==> src/hdl/tone_rx_consts.svh <==
// Constants for the tone generator two and receive frequency meter block
`ifndef TONE_RX_CONSTS_SVH
`define TONE_RX_CONSTS_SVH
// ----------------------------------------
// Address/command bytes
// ----------------------------------------
`define CMD_RX_RESULT 8'h32
`define CMD_TONE_TWO 8'h35
`define CMD_STATUS_READ 8'h3f
`define CMD_GENERAL_RESET 8'h01
// ----------------------------------------
// Tone two command word fields
// ----------------------------------------
`define TONE_FREQ_MSB 12
`define TONE_BIAS_BIT 13
`define TONE_WAVE_BIT 14
`define TONE_WORD_RESET 16'h0000
// ----------------------------------------
// Status register fields
// ----------------------------------------
`define STATUS_RX_DONE_BIT 0
// ----------------------------------------
// Measurement timing, crystal based
// ----------------------------------------
`define XTAL_HZ 4032000
`define MEAS_CLK_HIGH_HZ 56000
`define MEAS_CLK_MID_HZ 28000
`define WINDOW_HIGH_US 9125
`define WINDOW_MID_US 18250
`define DIV_HIGH (`XTAL_HZ / `MEAS_CLK_HIGH_HZ)
`define DIV_MID (`XTAL_HZ / `MEAS_CLK_MID_HZ)
`define WINDOW_TICKS (`WINDOW_HIGH_US * `MEAS_CLK_HIGH_HZ / 1000000)
`endif

==> src/hdl/tone_rx_pkg.sv <==
// Types for the tone generator two and receive frequency meter block
`default_nettype none
package tone_rx_pkg;
   typedef enum logic [1:0] {
      METER_ARM = 2'b01,
      METER_RUN = 2'b10
   } meter_state_type;
   typedef enum logic [2:0] {
      BUS_ADDR = 3'b001,
      BUS_DATA_IN = 3'b010,
      BUS_DATA_OUT = 3'b100
   } bus_state_type;
   typedef enum logic [1:0] {
      CUE_LOW_SUPPLY = 2'b00,
      CUE_MID_SUPPLY = 2'b01,
      CUE_SQUARE = 2'b10,
      CUE_SINE = 2'b11
   } cue_mode_type;
endpackage
`default_nettype wire

==> src/hdl/tone_gen2_and_rx_freq_meter.sv <==
// Tone generator two command word and receive frequency meter, serial control slave
`timescale 1ns/10ps
`default_nettype none
`include "tone_rx_consts.svh"

module tone_gen2_and_rx_freq_meter #(
   parameter int WINDOW_TICKS = `WINDOW_TICKS
) (
   input wire logic sys_clk_in,
   input wire logic reset_in,
   input wire logic serial_clock_in,
   input wire logic command_data_in,
   input wire logic chip_select_n_in,
   input wire logic xtal_clock_in,
   input wire logic filtered_input_in,
   input wire logic signal_valid_in,
   input wire logic mid_band_in,
   input wire logic gen1_powersave_in,
   input wire logic irq_enable_in,
   output logic reply_data_out,
   output logic [12:0] freq_word_out,
   output tone_rx_pkg::cue_mode_type calibration_cue_output_out,
   output logic gen2_powersave_out,
   output logic sum_amp_powersave_out,
   output logic rx_complete_out,
   output logic irq_n_out
);

   // ----------------------------------------
   // Edge detection of sampled inputs
   // ----------------------------------------
   logic xtal_prev_reg;
   logic input_prev_reg;
   logic sclk_prev_reg;
   logic xtal_edge;
   logic input_edge;
   logic sclk_rise;
   logic sclk_fall;

   always_ff @(posedge sys_clk_in or posedge reset_in) begin
      if (reset_in) begin
         xtal_prev_reg <= 1'b0;
         input_prev_reg <= 1'b0;
         sclk_prev_reg <= 1'b0;
      end else begin
         xtal_prev_reg <= xtal_clock_in;
         input_prev_reg <= filtered_input_in;
         sclk_prev_reg <= serial_clock_in;
      end
   end

   assign xtal_edge = xtal_clock_in & ~xtal_prev_reg;
   // Both edges counted: each is half a cycle, so counting doubles the frequency
   assign input_edge = filtered_input_in ^ input_prev_reg;
   assign sclk_rise = serial_clock_in & ~sclk_prev_reg & ~chip_select_n_in;
   assign sclk_fall = ~serial_clock_in & sclk_prev_reg & ~chip_select_n_in;

   // ----------------------------------------
   // Measurement window and counting
   // ----------------------------------------
   tone_rx_pkg::meter_state_type meter_state_reg, meter_state_next;
   logic [7:0] div_cnt_reg, div_cnt_next;
   logic [8:0] win_cnt_reg, win_cnt_next;
   logic [8:0] edge_cnt_reg, edge_cnt_next;
   logic [8:0] last_edge_reg, last_edge_next;
   logic band_mid_reg, band_mid_next;
   logic [7:0] result_n_reg, result_n_next;
   logic [7:0] result_r_reg, result_r_next;
   logic done_pulse;
   logic [7:0] div_top;
   logic meas_tick;

   function automatic logic [7:0] sat8(input logic [8:0] v);
      sat8 = v[8] ? 8'hff : v[7:0];
   endfunction

   // Measuring clock from the crystal: ratios keep window and clock scaling together
   assign div_top = band_mid_reg ? 8'(`DIV_MID - 1) : 8'(`DIV_HIGH - 1);
   assign meas_tick = xtal_edge && (div_cnt_reg == div_top);

   always_comb begin
      meter_state_next = meter_state_reg;
      div_cnt_next = div_cnt_reg;
      win_cnt_next = win_cnt_reg;
      edge_cnt_next = edge_cnt_reg;
      last_edge_next = last_edge_reg;
      band_mid_next = band_mid_reg;
      result_n_next = result_n_reg;
      result_r_next = result_r_reg;
      done_pulse = 1'b0;
      case (meter_state_reg)
         tone_rx_pkg::METER_ARM: begin
            // Window opens on an input edge so counted cycles are complete
            if (signal_valid_in && input_edge) begin
               meter_state_next = tone_rx_pkg::METER_RUN;
               div_cnt_next = 8'h00;
               win_cnt_next = 9'h000;
               edge_cnt_next = 9'h000;
               last_edge_next = 9'h000;
               band_mid_next = mid_band_in;
            end
         end
         tone_rx_pkg::METER_RUN: begin
            if (xtal_edge) begin
               div_cnt_next = meas_tick ? 8'h00 : div_cnt_reg + 8'h01;
            end
            if (meas_tick) begin
               win_cnt_next = win_cnt_reg + 9'h001;
            end
            if (input_edge) begin
               edge_cnt_next = edge_cnt_reg[8] ? edge_cnt_reg : edge_cnt_reg + 9'h001;
               last_edge_next = win_cnt_next + {8'h00, div_cnt_next > (div_top >> 1) + 8'h01};
            end
            if (!signal_valid_in || mid_band_in != band_mid_reg) begin
               // Bad signal or band change aborts; last result is kept
               meter_state_next = tone_rx_pkg::METER_ARM;
            end else if (meas_tick && win_cnt_next == 9'(WINDOW_TICKS)) begin
               meter_state_next = tone_rx_pkg::METER_ARM;
               if (edge_cnt_next != 9'h000) begin
                  result_n_next = sat8(edge_cnt_next);
                  result_r_next = sat8(9'(WINDOW_TICKS) - last_edge_next);
                  done_pulse = 1'b1;
               end
            end
         end
         default: begin
            meter_state_next = tone_rx_pkg::METER_ARM;
         end
      endcase
   end

   always_ff @(posedge sys_clk_in or posedge reset_in) begin
      if (reset_in) begin
         meter_state_reg <= tone_rx_pkg::METER_ARM;
         div_cnt_reg <= 8'h00;
         win_cnt_reg <= 9'h000;
         edge_cnt_reg <= 9'h000;
         last_edge_reg <= 9'h000;
         band_mid_reg <= 1'b0;
         result_n_reg <= 8'h00;
         result_r_reg <= 8'h00;
      end else begin
         meter_state_reg <= meter_state_next;
         div_cnt_reg <= div_cnt_next;
         win_cnt_reg <= win_cnt_next;
         edge_cnt_reg <= edge_cnt_next;
         last_edge_reg <= last_edge_next;
         band_mid_reg <= band_mid_next;
         result_n_reg <= result_n_next;
         result_r_reg <= result_r_next;
      end
   end

   // ----------------------------------------
   // Serial control slave
   // ----------------------------------------
   tone_rx_pkg::bus_state_type bus_state_reg, bus_state_next;
   logic [3:0] bit_cnt_reg, bit_cnt_next;
   logic [7:0] rx_shift_reg, rx_shift_next;
   logic [7:0] high_byte_reg, high_byte_next;
   logic [15:0] tx_shift_reg, tx_shift_next;
   logic [3:0] out_last_reg, out_last_next;
   logic [15:0] tone_word_reg, tone_word_next;
   logic reply_reg, reply_next;
   logic status_done_reg, status_done_next;
   logic [7:0] byte_in;
   logic status_clear;

   assign byte_in = {rx_shift_reg[6:0], command_data_in};

   always_comb begin
      bus_state_next = bus_state_reg;
      bit_cnt_next = bit_cnt_reg;
      rx_shift_next = rx_shift_reg;
      high_byte_next = high_byte_reg;
      tx_shift_next = tx_shift_reg;
      out_last_next = out_last_reg;
      tone_word_next = tone_word_reg;
      reply_next = reply_reg;
      status_clear = 1'b0;
      if (chip_select_n_in) begin
         // Deselect drops any half-finished transaction
         bus_state_next = tone_rx_pkg::BUS_ADDR;
         bit_cnt_next = 4'h0;
      end else if (sclk_rise) begin
         rx_shift_next = byte_in;
         bit_cnt_next = bit_cnt_reg + 4'h1;
         case (bus_state_reg)
            tone_rx_pkg::BUS_ADDR: begin
               if (bit_cnt_reg[2:0] == 3'h7) begin
                  bit_cnt_next = 4'h0;
                  case (byte_in)
                     `CMD_TONE_TWO: begin
                        bus_state_next = tone_rx_pkg::BUS_DATA_IN;
                     end
                     `CMD_RX_RESULT: begin
                        // Both bytes from one latched pair, never mixed
                        tx_shift_next = {result_n_reg, result_r_reg};
                        out_last_next = 4'hf;
                        bus_state_next = tone_rx_pkg::BUS_DATA_OUT;
                     end
                     `CMD_STATUS_READ: begin
                        tx_shift_next = {7'h00, status_done_reg, 8'h00};
                        out_last_next = 4'h7;
                        status_clear = 1'b1;
                        bus_state_next = tone_rx_pkg::BUS_DATA_OUT;
                     end
                     `CMD_GENERAL_RESET: begin
                        tone_word_next = `TONE_WORD_RESET;
                        status_clear = 1'b1;
                     end
                     default: begin
                        bus_state_next = tone_rx_pkg::BUS_ADDR;
                     end
                  endcase
               end
            end
            tone_rx_pkg::BUS_DATA_IN: begin
               if (bit_cnt_reg == 4'h7) begin
                  high_byte_next = byte_in;
               end else if (bit_cnt_reg == 4'hf) begin
                  // Bit 15 is taken as sent; a one there has no defined effect
                  tone_word_next = {high_byte_reg, byte_in};
                  bit_cnt_next = 4'h0;
                  bus_state_next = tone_rx_pkg::BUS_ADDR;
               end
            end
            tone_rx_pkg::BUS_DATA_OUT: begin
               if (bit_cnt_reg == out_last_reg) begin
                  bit_cnt_next = 4'h0;
                  bus_state_next = tone_rx_pkg::BUS_ADDR;
               end
            end
            default: begin
               bus_state_next = tone_rx_pkg::BUS_ADDR;
            end
         endcase
      end else if (sclk_fall && bus_state_reg == tone_rx_pkg::BUS_DATA_OUT) begin
         // Reply changes on the falling edge, MSB first; host samples on rising
         reply_next = tx_shift_reg[15];
         tx_shift_next = {tx_shift_reg[14:0], 1'b0};
      end
      if (bus_state_next != tone_rx_pkg::BUS_DATA_OUT) begin
         reply_next = 1'b0;
      end
      // A completion in the clearing cycle wins
      status_done_next = done_pulse | (status_done_reg & ~status_clear);
   end

   always_ff @(posedge sys_clk_in or posedge reset_in) begin
      if (reset_in) begin
         bus_state_reg <= tone_rx_pkg::BUS_ADDR;
         bit_cnt_reg <= 4'h0;
         rx_shift_reg <= 8'h00;
         high_byte_reg <= 8'h00;
         tx_shift_reg <= 16'h0000;
         out_last_reg <= 4'h0;
         tone_word_reg <= `TONE_WORD_RESET;
         reply_reg <= 1'b0;
         status_done_reg <= 1'b0;
      end else begin
         bus_state_reg <= bus_state_next;
         bit_cnt_reg <= bit_cnt_next;
         rx_shift_reg <= rx_shift_next;
         high_byte_reg <= high_byte_next;
         tx_shift_reg <= tx_shift_next;
         out_last_reg <= out_last_next;
         tone_word_reg <= tone_word_next;
         reply_reg <= reply_next;
         status_done_reg <= status_done_next;
      end
   end

   // ----------------------------------------
   // Generator two output control
   // ----------------------------------------
   logic gen2_ps;
   tone_rx_pkg::cue_mode_type cue_mode;

   assign gen2_ps = (tone_word_reg[`TONE_FREQ_MSB:0] == 13'h0000);

   always_comb begin
      if (gen2_ps) begin
         cue_mode = tone_rx_pkg::CUE_LOW_SUPPLY;
      end else if (tone_word_reg[`TONE_BIAS_BIT]) begin
         cue_mode = tone_rx_pkg::CUE_MID_SUPPLY;
      end else if (tone_word_reg[`TONE_WAVE_BIT]) begin
         cue_mode = tone_rx_pkg::CUE_SQUARE;
      end else begin
         cue_mode = tone_rx_pkg::CUE_SINE;
      end
   end

   // ----------------------------------------
   // Registered outputs
   // ----------------------------------------
   always_ff @(posedge sys_clk_in or posedge reset_in) begin
      if (reset_in) begin
         reply_data_out <= 1'b0;
         freq_word_out <= 13'h0000;
         calibration_cue_output_out <= tone_rx_pkg::CUE_LOW_SUPPLY;
         gen2_powersave_out <= 1'b1;
         sum_amp_powersave_out <= 1'b0;
         rx_complete_out <= 1'b0;
         irq_n_out <= 1'b1;
      end else begin
         reply_data_out <= reply_reg;
         freq_word_out <= tone_word_reg[`TONE_FREQ_MSB:0];
         calibration_cue_output_out <= cue_mode;
         gen2_powersave_out <= gen2_ps;
         sum_amp_powersave_out <= gen2_ps & gen1_powersave_in;
         rx_complete_out <= status_done_reg;
         irq_n_out <= ~(status_done_reg & irq_enable_in);
      end
   end

endmodule

`default_nettype wire

==> config.mk <==
export PLATFORM = sky130hd
export DESIGN_NAME = tone_gen2_and_rx_freq_meter
export DESIGN_NICKNAME = d
export VERILOG_FILES = /design/src/hdl/tone_rx_pkg.sv /design/src/hdl/tone_gen2_and_rx_freq_meter.sv
export VERILOG_INCLUDE_DIRS = /design/src /design/src/hdl
export SDC_FILE = /design/constraint.sdc
export NUM_CORES = 1
export LEC_CHECK = 0
export BUFFER_PORTS_ARGS = -buffer_cell sky130_fd_sc_hd__buf_2
export CAP_MARGIN = 20
export CORE_MARGIN = 2
export CORE_UTILIZATION = 45
export DETAILED_ROUTE_END_ITERATION = 10
export HOLD_SLACK_MARGIN = 0.1
export PLACE_DENSITY_LB_ADDON = 0.25
export SYNTH_ARGS = -nofsm -noshare
export SYNTH_HDL_FRONTEND = slang
export SYNTH_SLANG_ARGS = --single-unit
==> constraint.sdc <==
create_clock -name sys_clk_in -period 4.8 [get_ports sys_clk_in]
set_input_delay 0.48 -clock sys_clk_in [delete_from_list [all_inputs] [get_ports sys_clk_in]]
set_output_delay 0.48 -clock sys_clk_in [all_outputs]
set_load 0.02 [all_outputs]
Word level (Yosys, flattened, before mapping)
Index checks and enable logic that the tools add are counted.

Flip-flop bits (word level): 135. Input port bits: 11. Output and inout bits: 20. Word-level logic and storage cells: 171.

Add/sub/neg operators: 7. Magnitude comparators: 1. Eq/ne operators: 28. Muxes and demuxes: 65. Bitwise operators: 17. Reductions and logical operators: 26.

Operators with widths (number): $mux 9 (8); $mux 16 (4); $mux 15 (4); $mux 8 (7); $pmux 9 s2 (3); $pmux 16 s2 (1); $pmux 15 s2 (1); $eq 8x6->1 const B (3); $mux 4 (6); $add 9x1->9 const B (2); $mux 3 (6); $pmux 3 s3 (2); $pmux 8 s2 (1); $mux 1 (14); $logic_not 13->1 (1); $pmux 4 s3 (1); $reduce_bool 2->1 (6); $mux 2 (5); $ne 2x1->1 const B (5); $reduce_and 5->1 (2); $add 9x1->9 (1); $eq 9x9->1 const B (1); $reduce_bool 9->1 (1); $sub 9x9->9 const A (1); 32 further kinds (58).

Longest topological paths before layout
Gate-level depths: netlist of run 1.

Depth after elaboration: 12. Gate-level depth with buffers: 19. Mapped depth without buffers: 18.

Worst setup path after synthesis of run 1
No wires, ideal clock.

Path type: input to register. Start point: in xtal_clock_in. End point: reg result_r_reg[2]. Setup time: 136 ps. Data arrival time: 3804 ps. Data required time: 4664 ps. Slack: 859 ps. Stages: 18. Buffers on the path: 3. Cells stage by stage: nor2b_1 > buf_2 > o211a_1 > buf_4 > clkbuf_1 > nor2_1 > ha_1 > nand4_1 > a2bb2oi_1 > o22ai_1 > o21ai_0 > ha_1 > ha_1 > o21ai_0 > nor4_1 > nor2_1 > nor4b_4 > a21oi_1.

Word-level cells in the longest chain between the ends: 11. Elaborated cells on any way between the ends: 16. Those cells by class: 2 x add/sub; 1 x order compare; 1 x eq/ne; 8 x mux; 1 x bitwise; 3 x reduce/logical.

Ends and longest elaborated chain: from (decl) (line tone_gen2_and_rx_freq_meter.sv:14) `input wire logic xtal_clock_in,`; $and 1x1->1 * (line tone_gen2_and_rx_freq_meter.sv:52) `assign xtal_edge = xtal_clock_in & ~xtal_prev_reg;`; $logic_and 1x1->1 (line tone_gen2_and_rx_freq_meter.sv:79) `assign meas_tick = xtal_edge && (div_cnt_reg == div_top);`; $mux 8 (line tone_gen2_and_rx_freq_meter.sv:105) `div_cnt_next = meas_tick ? 8'h00 : div_cnt_reg + 8'h01;`; $mux 8 (line tone_gen2_and_rx_freq_meter.sv:104) `if (xtal_edge) begin`; $mux 8 (line tone_gen2_and_rx_freq_meter.sv:91) `case (meter_state_reg)`; $gt 8x8->1 (line tone_gen2_and_rx_freq_meter.sv:112) `last_edge_next = win_cnt_next + {8'h00, div_cnt_next > (div_top >> 1) + 8'h01};`; $add 9x1->9 (line tone_gen2_and_rx_freq_meter.sv:112); $mux 9 (line tone_gen2_and_rx_freq_meter.sv:110) `if (input_edge) begin`; $mux 9 (line tone_gen2_and_rx_freq_meter.sv:91); $sub 9x9->9 (line tone_gen2_and_rx_freq_meter.sv:121) `result_r_next = sat8(9'(WINDOW_TICKS) - last_edge_next);`; $mux 8 (line tone_gen2_and_rx_freq_meter.sv:74) `sat8 = v[8] ? 8'hff : v[7:0];`; to (signal assigned) (line tone_gen2_and_rx_freq_meter.sv:150) `result_r_reg <= result_r_next;`; to (decl) (line tone_gen2_and_rx_freq_meter.sv:68) `logic [7:0] result_r_reg, result_r_next;`.

Every way passes the cells marked *; elsewhere a longest branch is shown, timed or not. The select of a mux whose other input is x is not followed. A chain may end at the register's enable or synchronous reset.

Worst setup path in the final report of run 1
Start point: reg xtal_prev_reg. End point: reg result_r_reg[2].

Word-level cells in the longest chain between the ends: 12. Elaborated cells on any way between the ends: 17. Those cells by class: 2 x add/sub; 1 x order compare; 1 x eq/ne; 8 x mux; 2 x bitwise; 3 x reduce/logical.

Ends and longest elaborated chain: from (decl) (line tone_gen2_and_rx_freq_meter.sv:32) `logic xtal_prev_reg;`; from (signal assigned) (line tone_gen2_and_rx_freq_meter.sv:46) `xtal_prev_reg <= xtal_clock_in;`; $not 1->1 * (line tone_gen2_and_rx_freq_meter.sv:52); $and 1x1->1 * (line tone_gen2_and_rx_freq_meter.sv:52); $logic_and 1x1->1 (line tone_gen2_and_rx_freq_meter.sv:79); $mux 8 (line tone_gen2_and_rx_freq_meter.sv:105); $mux 8 (line tone_gen2_and_rx_freq_meter.sv:104); $mux 8 (line tone_gen2_and_rx_freq_meter.sv:91); $gt 8x8->1 (line tone_gen2_and_rx_freq_meter.sv:112); $add 9x1->9 (line tone_gen2_and_rx_freq_meter.sv:112); $mux 9 (line tone_gen2_and_rx_freq_meter.sv:110); $mux 9 (line tone_gen2_and_rx_freq_meter.sv:91); $sub 9x9->9 (line tone_gen2_and_rx_freq_meter.sv:121); $mux 8 (line tone_gen2_and_rx_freq_meter.sv:74).

Marks and branches as above.

==> flow_summary.yaml, run 1 <==
yosys:
  synth_top_family_by_area: "simple AND/OR/NAND/NOR gates"
  ys_seq_area_share_pct: 51.0
  ys.flop_type: "dfrtp_1"
  synthSimpleGateAreaFrac_pct: 21.0
  synthMuxAreaShare_pct: 2.16
  synth_area_um2: 6530
  avgSynthCellArea_um2: 9.32
  syn_nets: 723
  synthAdderAreaFrac_pct: 2.11
  syn_inst: 701
  yosysWarnings: 0
  synthDistinctLibCells: 55
  synth_compound_area_share_pct: 16.2
  synth_edf_count: 0
  ys_seq_elements: 133
  synth_xor_area_share_pct: 4.16
  async_flop_share_pct: 100
power_and_ir_drop:
  power_density_nw_per_um2: 370
  leakage_nw: 3.41
  finalPower_mw: 2.78
  vdd_drop_max_uv: 265
cells_and_area:
  layout_common_cells: "129 x dfrtp_1, 126 x nand2_1, 59 x nor2_1, 58 x o21ai_0, 33 x a31oi_1"
  largest_register_ffs: 16
  final_nets: 743
  post-route-util_pct: 52.3
  drive_gt1_share_pct: 14.2
  diodes: 0
  final_common_cell: "dfrtp_1"
  area_growth_pct: 15.1
  fin_cells: 917
  fill_cells: 1292
global_routing:
  grt.total_usage_pct: 19.5
  grt_overflow: 0
  grt_pass1_wl_mm: 24.8
  grt_pass1_vias: 5043
  grt_max_degree: 54
  antenna_found_initial: 0
floorplanning:
  ios: 31
  coreArea_um2: 14400
  dieArea_um2: 15500
  dieWidth_um: 124
  die_h_um: 124
  floorplan.initialDensity_pct: 45.5
  rows: 44
detailed_routing:
  dr.pass1.iters: 5
  wl_met1_mm: 6.46
  wl_met3_um: 567
  met2_length_mm: 6.91
  wirelength_mm: 14.2
  drt_iter0_drc: 363
  wire_per_inst_um: 15.5
  drc: 0
  routed.top_layer: "met4"
  vias: 5170
  ant_nets: 0
  via_per_inst: 5.64
timing:
  drv_slew: 0
  post-route-worst-setup-slack_ps: 623
  fin_skew_ps: 8.13
  slew_headroom_pct: 31.2
  tightest_slew_ps: 1030
  hold_viol_final: 0
  finalCritPeriodShare_pct: 87.0
  finalSetupViolCount: 0
  final.min_clock_period_ps: 4180
  rsz0062_at_grt: "false"
  setup_tns_ps: 0
  max_freq_mhz: 239
critical_path:
  cp_max_fo: 9
  worstPathRequired_ps: 5080
  startpoint_type: "register"
  crit_type: "reg2reg"
  critical_path.endpoint_type: "register"
  critPathArrivalTime_ps: 4450
place:
  dp.cells: 883
  pre_cts_ws_ps: 263
  dp_hpwl_mm: 9.46
  port_buffers: 30
  place.gp.congestion: 0.883
cts:
  clkTransAtPathRegs_ps: 60
  cts_buffer_depth: 2
  clk_latency_ps: 410
  clkSinkCount: 133
  cts_root_buf: "clkbuf_16"
  htreeDepth: 4
  cts_tree: "built"
  hold_buffers: 0
  cts_made_buffers: 17
status:
  status: "completed"
min_path:
  hp-class: "in2async"
flow_run:
  drv_cap: 0
==> Yosys cell counts, types with 4 or more instances <==
cell	n	share of area (%)
nor4_1	4	0.38
xor2_1	13	1.7
o31ai_1	10	1.1
xnor2_1	18	2.4
or3_1	4	0.38
dfstp_2	4	1.6
mux2i_1	4	0.61
nand3_1	28	2.1
a21oi_1	27	2.1
mux2_2	9	1.6
and3_1	7	0.67
a32o_1	4	0.61
ha_1	11	2.1
nor3_1	15	1.1
o21ai_0	59	4.5
a31oi_1	33	3.2
inv_1	13	0.75
dfrtp_1	129	49
nor2_1	60	3.4
nor2b_1	6	0.57
a22o_1	12	1.6
nand2_1	126	7.2
nand4_1	8	0.77
clkbuf_1	37	2.1
o22ai_1	5	0.48
or2_2	7	0.67
==> power breakdown <==
part / switching, mW / internal [mW] / total, mW
Sequential: 0.0410 / 1.16 / 1.20
Combinational: 0.115 / 0.0599 / 0.175
Clock: 0.463 / 0.946 / 1.41
Total: 0.619 / 2.16 / 2.78
==> critical path, cell delays in order, from the launching register on <==
cell and delay, ps:
dfrtp_1 360, nor2b_1 420, nand2_1 210, nor2_1 250, nand3_1 150, xor2_1 170
nor2_1 100, ha_1 250, nand4_1 90, a2bb2oi_1 170, o22ai_1 110, o21ai_0 90
ha_1 240, ha_1 200, o21ai_0 200, nor4_2 290, nor2_1 130, nor4b_4 480
a21oi_1 140
==> per-layer routing <==
| layer | vias up | global-route usage, % |
|---|---|---|
| met5 | - | 0 |
| met4 | 0 | 6.81 |
| met3 | 18 | 4.60 |
| met2 | 111 | 31.8 |
| met1 | 2517 | 25.5 |
| li1 | 2524 | - |
==> stage by stage <==
| step | cell area (um^2) | hold slack [ps] |
|---|---|---|
| finish | 7520 | 162 |
| floorplan | 6530 | 353 |
| global route | 7520 | 173 |
| CTS | 7480 | 170 |
| detailed placement | 6840 | 385 |
| global placement | 6840 | 372 |
==> logic make-up (layout without fill, tap and decap cells) <==
family,count (synthesis),count (layout)
AOI/OAI and AO/OA,170,170
xor gates and xnor gates,31,31
adders and majority gates,11,11
buffers and inverters,56,88
DFF,133,133
muxes,13,13
and+or+nand+nor,287,287
==> what timing repair did <==
| action | 4_1_cts | 5_1_grt |
|---|---|---|
| endpoints found under the hold margin | 0 | 0 |
| endpoints found under the setup margin | 0 | 7 |
| gates resized for setup | 0 | 1 |
| buffers inserted | 0 | 0 |
==> final cells by class <==
type                            instances  area, um^2  share of cell area [%]
Sequential cell                       133        3330                    44.3
Multi-Input combinational cell        512        3000                    39.8
Tap cell                              184         230                    3.06
Timing Repair Buffer                   44         267                    3.55
Inverter                               13        51.3                   0.682
Clock inverter                          9         176                    2.35
Clock buffer                           22         464                    6.18
==> final timing paths <==
check | cells past startpoint | start | endpoint | slack [ps]
min in group sys_clk_in | 1 | xtal_clock_in | xtal_prev_reg | 190
max | 18 | xtal_prev_reg | result_r_reg[2] | 620
max reg2reg | 18 | xtal_prev_reg | result_r_reg[2] | 620
min reg2reg | 0 | tone_word_reg[0] | freq_word_out[0] | 390
min | 2 | reset_in | div_cnt_reg[5] | 160
max in group asynchronous | 3 | reset_in | tx_shift_reg[10] | 3590
Power figures use the tool's default switching activity.
==> run 2, diff against run 1 <==
--- a/config.mk
+++ b/config.mk
@@ -8,6 +8,7 @@
 export LEC_CHECK = 0
 export BUFFER_PORTS_ARGS = -buffer_cell sky130_fd_sc_hd__buf_2
 export CAP_MARGIN = 20
+export CORE_ASPECT_RATIO = 0.8
 export CORE_MARGIN = 2
 export CORE_UTILIZATION = 45
 export DETAILED_ROUTE_END_ITERATION = 10
==> run 2 against run 1 <==
Combinational power hardly changed. Fmax is 0.15% lower. Wire length is 0.14% higher. Via count is 0.89% lower. Global-route usage is 0.22 points higher. Critical path type unchanged. Critical endpoint is now result_r_reg[6].
==> flow_summary.yaml, run 2 (synthesis gave the netlist of run 1 again) <==
detailed_routing:
  wirelength_mm: 14.2
  wire_per_inst_um: 15.5
  dr.pass1.iters: 5
  drc: 0
  via_per_inst: 5.59
  ant_nets: 0
  drt_iter0_drc: 286
  vias: 5124
floorplanning:
  rows: 39
  dieWidth_um: 139
  die_h_um: 112
  coreArea_um2: 14200
  dieArea_um2: 15500
  ios: 31
  floorplan.initialDensity_pct: 45.9
place:
  place.gp.congestion: 0.865
  port_buffers: 30
  pre_cts_ws_ps: 241
  dp_hpwl_mm: 9.62
power_and_ir_drop:
  finalPower_mw: 2.68
  leakage_nw: 3.38
  vdd_drop_max_uv: 353
  power_density_nw_per_um2: 358
cells_and_area:
  drive_gt1_share_pct: 14.3
  area_growth_pct: 14.3
  final_nets: 742
  diodes: 0
  fill_cells: 1288
  layout_common_cells: "129 x dfrtp_1, 126 x nand2_1, 59 x nor2_1, 58 x o21ai_0, 33 x a31oi_1"
  post-route-util_pct: 52.4
  largest_register_ffs: 16
  final_common_cell: "dfrtp_1"
timing:
  drv_slew: 0
  finalCritPeriodShare_pct: 87.1
  hold_viol_final: 0
  post-route-worst-setup-slack_ps: 617
  slew_headroom_pct: 31.2
  final.min_clock_period_ps: 4180
  rsz0062_at_grt: "false"
  finalSetupViolCount: 0
  tightest_slew_ps: 1030
  max_freq_mhz: 239
  setup_tns_ps: 0
  fin_skew_ps: 11.8
cts:
  clkTransAtPathRegs_ps: 60
  cts_root_buf: "clkbuf_16"
  hold_buffers: 0
  clkSinkCount: 133
  clk_latency_ps: 430
  cts_buffer_depth: 2
  htreeDepth: 4
  cts_tree: "built"
  cts_made_buffers: 17
min_path:
  worstHoldEndpoint: "xtal_prev_reg"
  min_from: "xtal_clock_in"
  hp-class: "in2reg"
  hold-path-cell-count: 1
critical_path:
  rr_endpoint: "result_r_reg[6]"
  critPathArrivalTime_ps: 4470
  cp_num_buf_inv: 0
  ff2ff_setup_slack_ps: 620
  critical_path.endpoint_type: "register"
  worstReg2RegStart: "xtal_prev_reg"
  cp_max_fo: 8
  reg2reg_depth: 18
  critPathSlowestCell: "nor4b_4"
  startpoint_type: "register"
  crit_chain: "nor2b_1 > nand2_1 > nor2_1 > nand3_1 > xor2_1 > nor2_1 > ha_1 > nand4_1 > a2bb2oi_1 > o22ai_1 > o21ai_0 > ha_1 > ha_1 > o21ai_0 > nor4_2 > nor2_1 > nor4b_4 > a21oi_1"
  worstPathRequired_ps: 5080
  path_delay_family: "simple AND/OR/NAND/NOR gates"
  crit_type: "reg2reg"
  cpPeakStageDelay_ps: 510
global_routing:
  grt.total_usage_pct: 19.7
  grt_max_degree: 68
  grt_pass1_wl_mm: 24.5
  grt_pass1_vias: 4967
  grt_overflow: 0
  antenna_found_initial: 0
flow_run:
  drv_cap: 0
status:
  status: "completed"
-- run 2: cell type report --
class	count	area, um^2	area share (%)
flip-flops and latches	133	3330	44.6
multi-input cells	512	3000	40.1
clock buffers	21	470	6.30
repair buffers	43	267	3.57
well taps	184	230	3.08
clock inverters	10	121	1.63
inverters	13	51.3	0.687
-- run 2: worst max path at each step --
stage                       to  cells after the start          start  slack, ps
2_1_floorplan     band_mid_reg                      1       reset_in        770
3_3_place_gp   result_r_reg[7]                     19  xtal_clock_in        470
3_5_place_dp   result_r_reg[6]                     19  xtal_clock_in        240
4_1_cts        result_r_reg[6]                     18  xtal_prev_reg        480
5_1_grt        result_r_reg[7]                     18  xtal_prev_reg        130
6_report       result_r_reg[6]                     18  xtal_prev_reg        620
-- run 2: report_power, final --
part / internal (mW) / total [mW] / switching [mW]
combinational: 0.0618 / 0.178 / 0.116
sequential: 1.15 / 1.20 / 0.0412
clock: 0.807 / 1.30 / 0.495
total: 2.02 / 2.68 / 0.652
-- run 2: what timing repair did --
action	CTS	global route
setup buffers	0	0
setup endpoints to repair	0	8
resized for setup	0	1
-- run 2: per-stage QoR --
| stage | std cells | hold WS [ps] | instance area (um^2) |
|---|---|---|---|
| after detailed placement | 882 | 385 | 6830 |
| after CTS | 913 | 168 | 7420 |
| after floorplan | 701 | 353 | 6530 |
| after global routing | 916 | 172 | 7470 |
| after global placement | 882 | 371 | 6830 |
| final | 916 | 182 | 7470 |
-- run 2: layer usage --
metal	vias to the layer above	wire length, um	GRT usage [%]
met2	112	6150	28.6
met3	21	736	5.85
met5	-	0	0
li1	2520	-	-
met4	0	193	6.94
met1	2471	7120	28.3
==> run 3, diff against run 2 <==
==> constraint.sdc (replaced) <==
create_clock -name sys_clk_in -period 5.3 [get_ports sys_clk_in]
set_input_delay 0.53 -clock sys_clk_in [delete_from_list [all_inputs] [get_ports sys_clk_in]]
set_output_delay 0.53 -clock sys_clk_in [all_outputs]
set_load 0.02 [all_outputs]
==> run 3 against run 2 <==
Non-clock buffer count fell by 3. Core utilization fell by 0.39 points. Largest power group unchanged. Count of clock-buffer cells in the layout fell by 3.
==> flow_summary.yaml, run 3 (synthesis gave the netlist of run 1 again) <==
cts:
  clkTransAtPathRegs_ps: 60
  htreeDepth: 4
  clk_latency_ps: 430
  cts.repair.resized: 0
  clkSinkCount: 133
  cts_setup_buffers: 0
  cts_made_buffers: 17
  hold_buffers: 0
  cts_root_buf: "clkbuf_16"
  cts_tree: "built"
  cts_buffer_depth: 2
detailed_routing:
  via_per_inst: 5.72
  ant_nets: 0
  wirelength_mm: 14.0
  drt_iter0_drc: 383
  vias: 5225
  drc: 0
  wire_per_inst_um: 15.4
  dr.pass1.iters: 5
floorplanning:
  floorplan.initialDensity_pct: 45.9
  coreArea_um2: 14200
  rows: 39
  ios: 31
  die_h_um: 112
  dieWidth_um: 139
  dieArea_um2: 15500
place:
  dp.cells: 880
  place.gp.congestion: 0.843
  port_buffers: 30
  dp_hpwl_mm: 9.35
timing:
  drv_slew: 0
  rsz0062_at_grt: "false"
  finalSetupViolCount: 0
  final.min_clock_period_ps: 4490
  tightest_slew_ps: 1070
  slew_headroom_pct: 28.9
  max_freq_mhz: 223
  fin_skew_ps: 6.26
  setup_tns_ps: 0
  hold_viol_final: 0
  finalCritPeriodShare_pct: 84.7
power_and_ir_drop:
  p_sw_share_pct: 27.1
  power_switching_mw: 0.643
  pwr-share-comb_pct: 6.6
  vdd_drop_max_uv: 230
  power_density_nw_per_um2: 320
  leakage_nw: 3.35
  internal_power_mw: 1.73
  p_seq_share_pct: 45.6
  finalPower_mw: 2.37
  pwr-share-clk_pct: 47.8
cells_and_area:
  multi_input_area_um2: 2990
  largest_register_ffs: 16
  final_common_cell: "dfrtp_1"
  regArea_um2: 3330
  diodes: 0
  layout_common_cells: "129 x dfrtp_1, 126 x nand2_1, 59 x nor2_1, 58 x o21ai_0, 33 x a31oi_1"
  final_nets: 739
  area_growth_pct: 13.5
  fin_cells: 914
  drive_gt1_share_pct: 14.1
  fill_cells: 1259
global_routing:
  grt_overflow: 0
  grt_pass1_vias: 4956
  grt_max_degree: 71
  grt_pass1_wl_mm: 24.2
  antenna_found_initial: 0
  grt.total_usage_pct: 19.3
critical_path:
  crit_type: "reg2reg"
  worstPathRequired_ps: 5590
  critPathArrivalTime_ps: 4780
  cp_max_fo: 20
  critical_path.endpoint_type: "register"
  startpoint_type: "register"
flow_run:
  drv_cap: 0
status:
  status: "completed"
min_path:
  hp-class: "in2reg"
-- run 3: layout make-up --
type	count	area share [%]
timing repair buffer	40	3.24
clock inverter	14	1.76
multi-input combinational	512	40.3
sequential	133	45.0
clock buffer	18	5.92
tap	184	3.11
inverter	13	0.692
-- run 3: worst paths after layout --
kind                          startpoint         endpoint  slack (ps)  cells after the start
setup / recovery            band_mid_reg  result_r_reg[4]         810                     15
hold / removal             irq_enable_in        irq_n_out         230                      2
setup reg to reg            band_mid_reg  result_r_reg[4]         810                     15
hold reg to reg                reply_reg   reply_data_out         380                      0
max in group asynchronous       reset_in  tx_shift_reg[0]        3660                      3
min in group asynchronous       reset_in   div_cnt_reg[5]         270                      2
-- run 3: power by group through the flow --
stage	sequential, mW	combinational, mW	clock, mW
3_5_place_dp	1.10	0.155	0
6_report	1.08	0.157	1.14
3_3_place_gp	1.10	0.152	0
4_1_cts	1.08	0.157	1.15
2_1_floorplan	1.09	0.114	0
5_1_grt	1.09	0.179	1.21
-- run 3: stage by stage --
| step | area, um^2 | hold WS [ps] | util (%) | setup WS (ps) |
|---|---|---|---|---|
| after global routing | 7410 | 219 | 52.0 | 508 |
| after floorplan | 6530 | 353 | - | 1220 |
| after CTS | 7380 | 217 | 51.8 | 868 |
| after detailed placement | 6810 | 375 | 47.8 | 877 |
| after global placement | 6810 | 376 | 47.8 | 1010 |
| final | 7410 | 226 | 52.0 | 812 |
-- run 3: critical path, stage by stage, from the launching register on --
cell       delay [ps]
dfrtp_1           470
nor4b_4           440
o211a_1           610
nor2_1            150
ha_1              320
nand4_1           100
a2bb2oi_1         170
o22ai_1           110
o21ai_0           100
ha_1              230
ha_1              190
o21ai_0           180
nor4_1            470
nor2_1            170
nor4b_4           520
a21oi_1           130
-- run 3: per-layer routing --
| layer | track usage [%] | share of wire (%) | vias up |
|---|---|---|---|
| li1 | - | - | 2517 |
| met1 | 26.6 | 49 | 2549 |
| met2 | 29.0 | 44 | 139 |
| met3 | 6.06 | 5.9 | 20 |
| met4 | 6.94 | 1.4 | 0 |
| met5 | 0 | 0 | - |
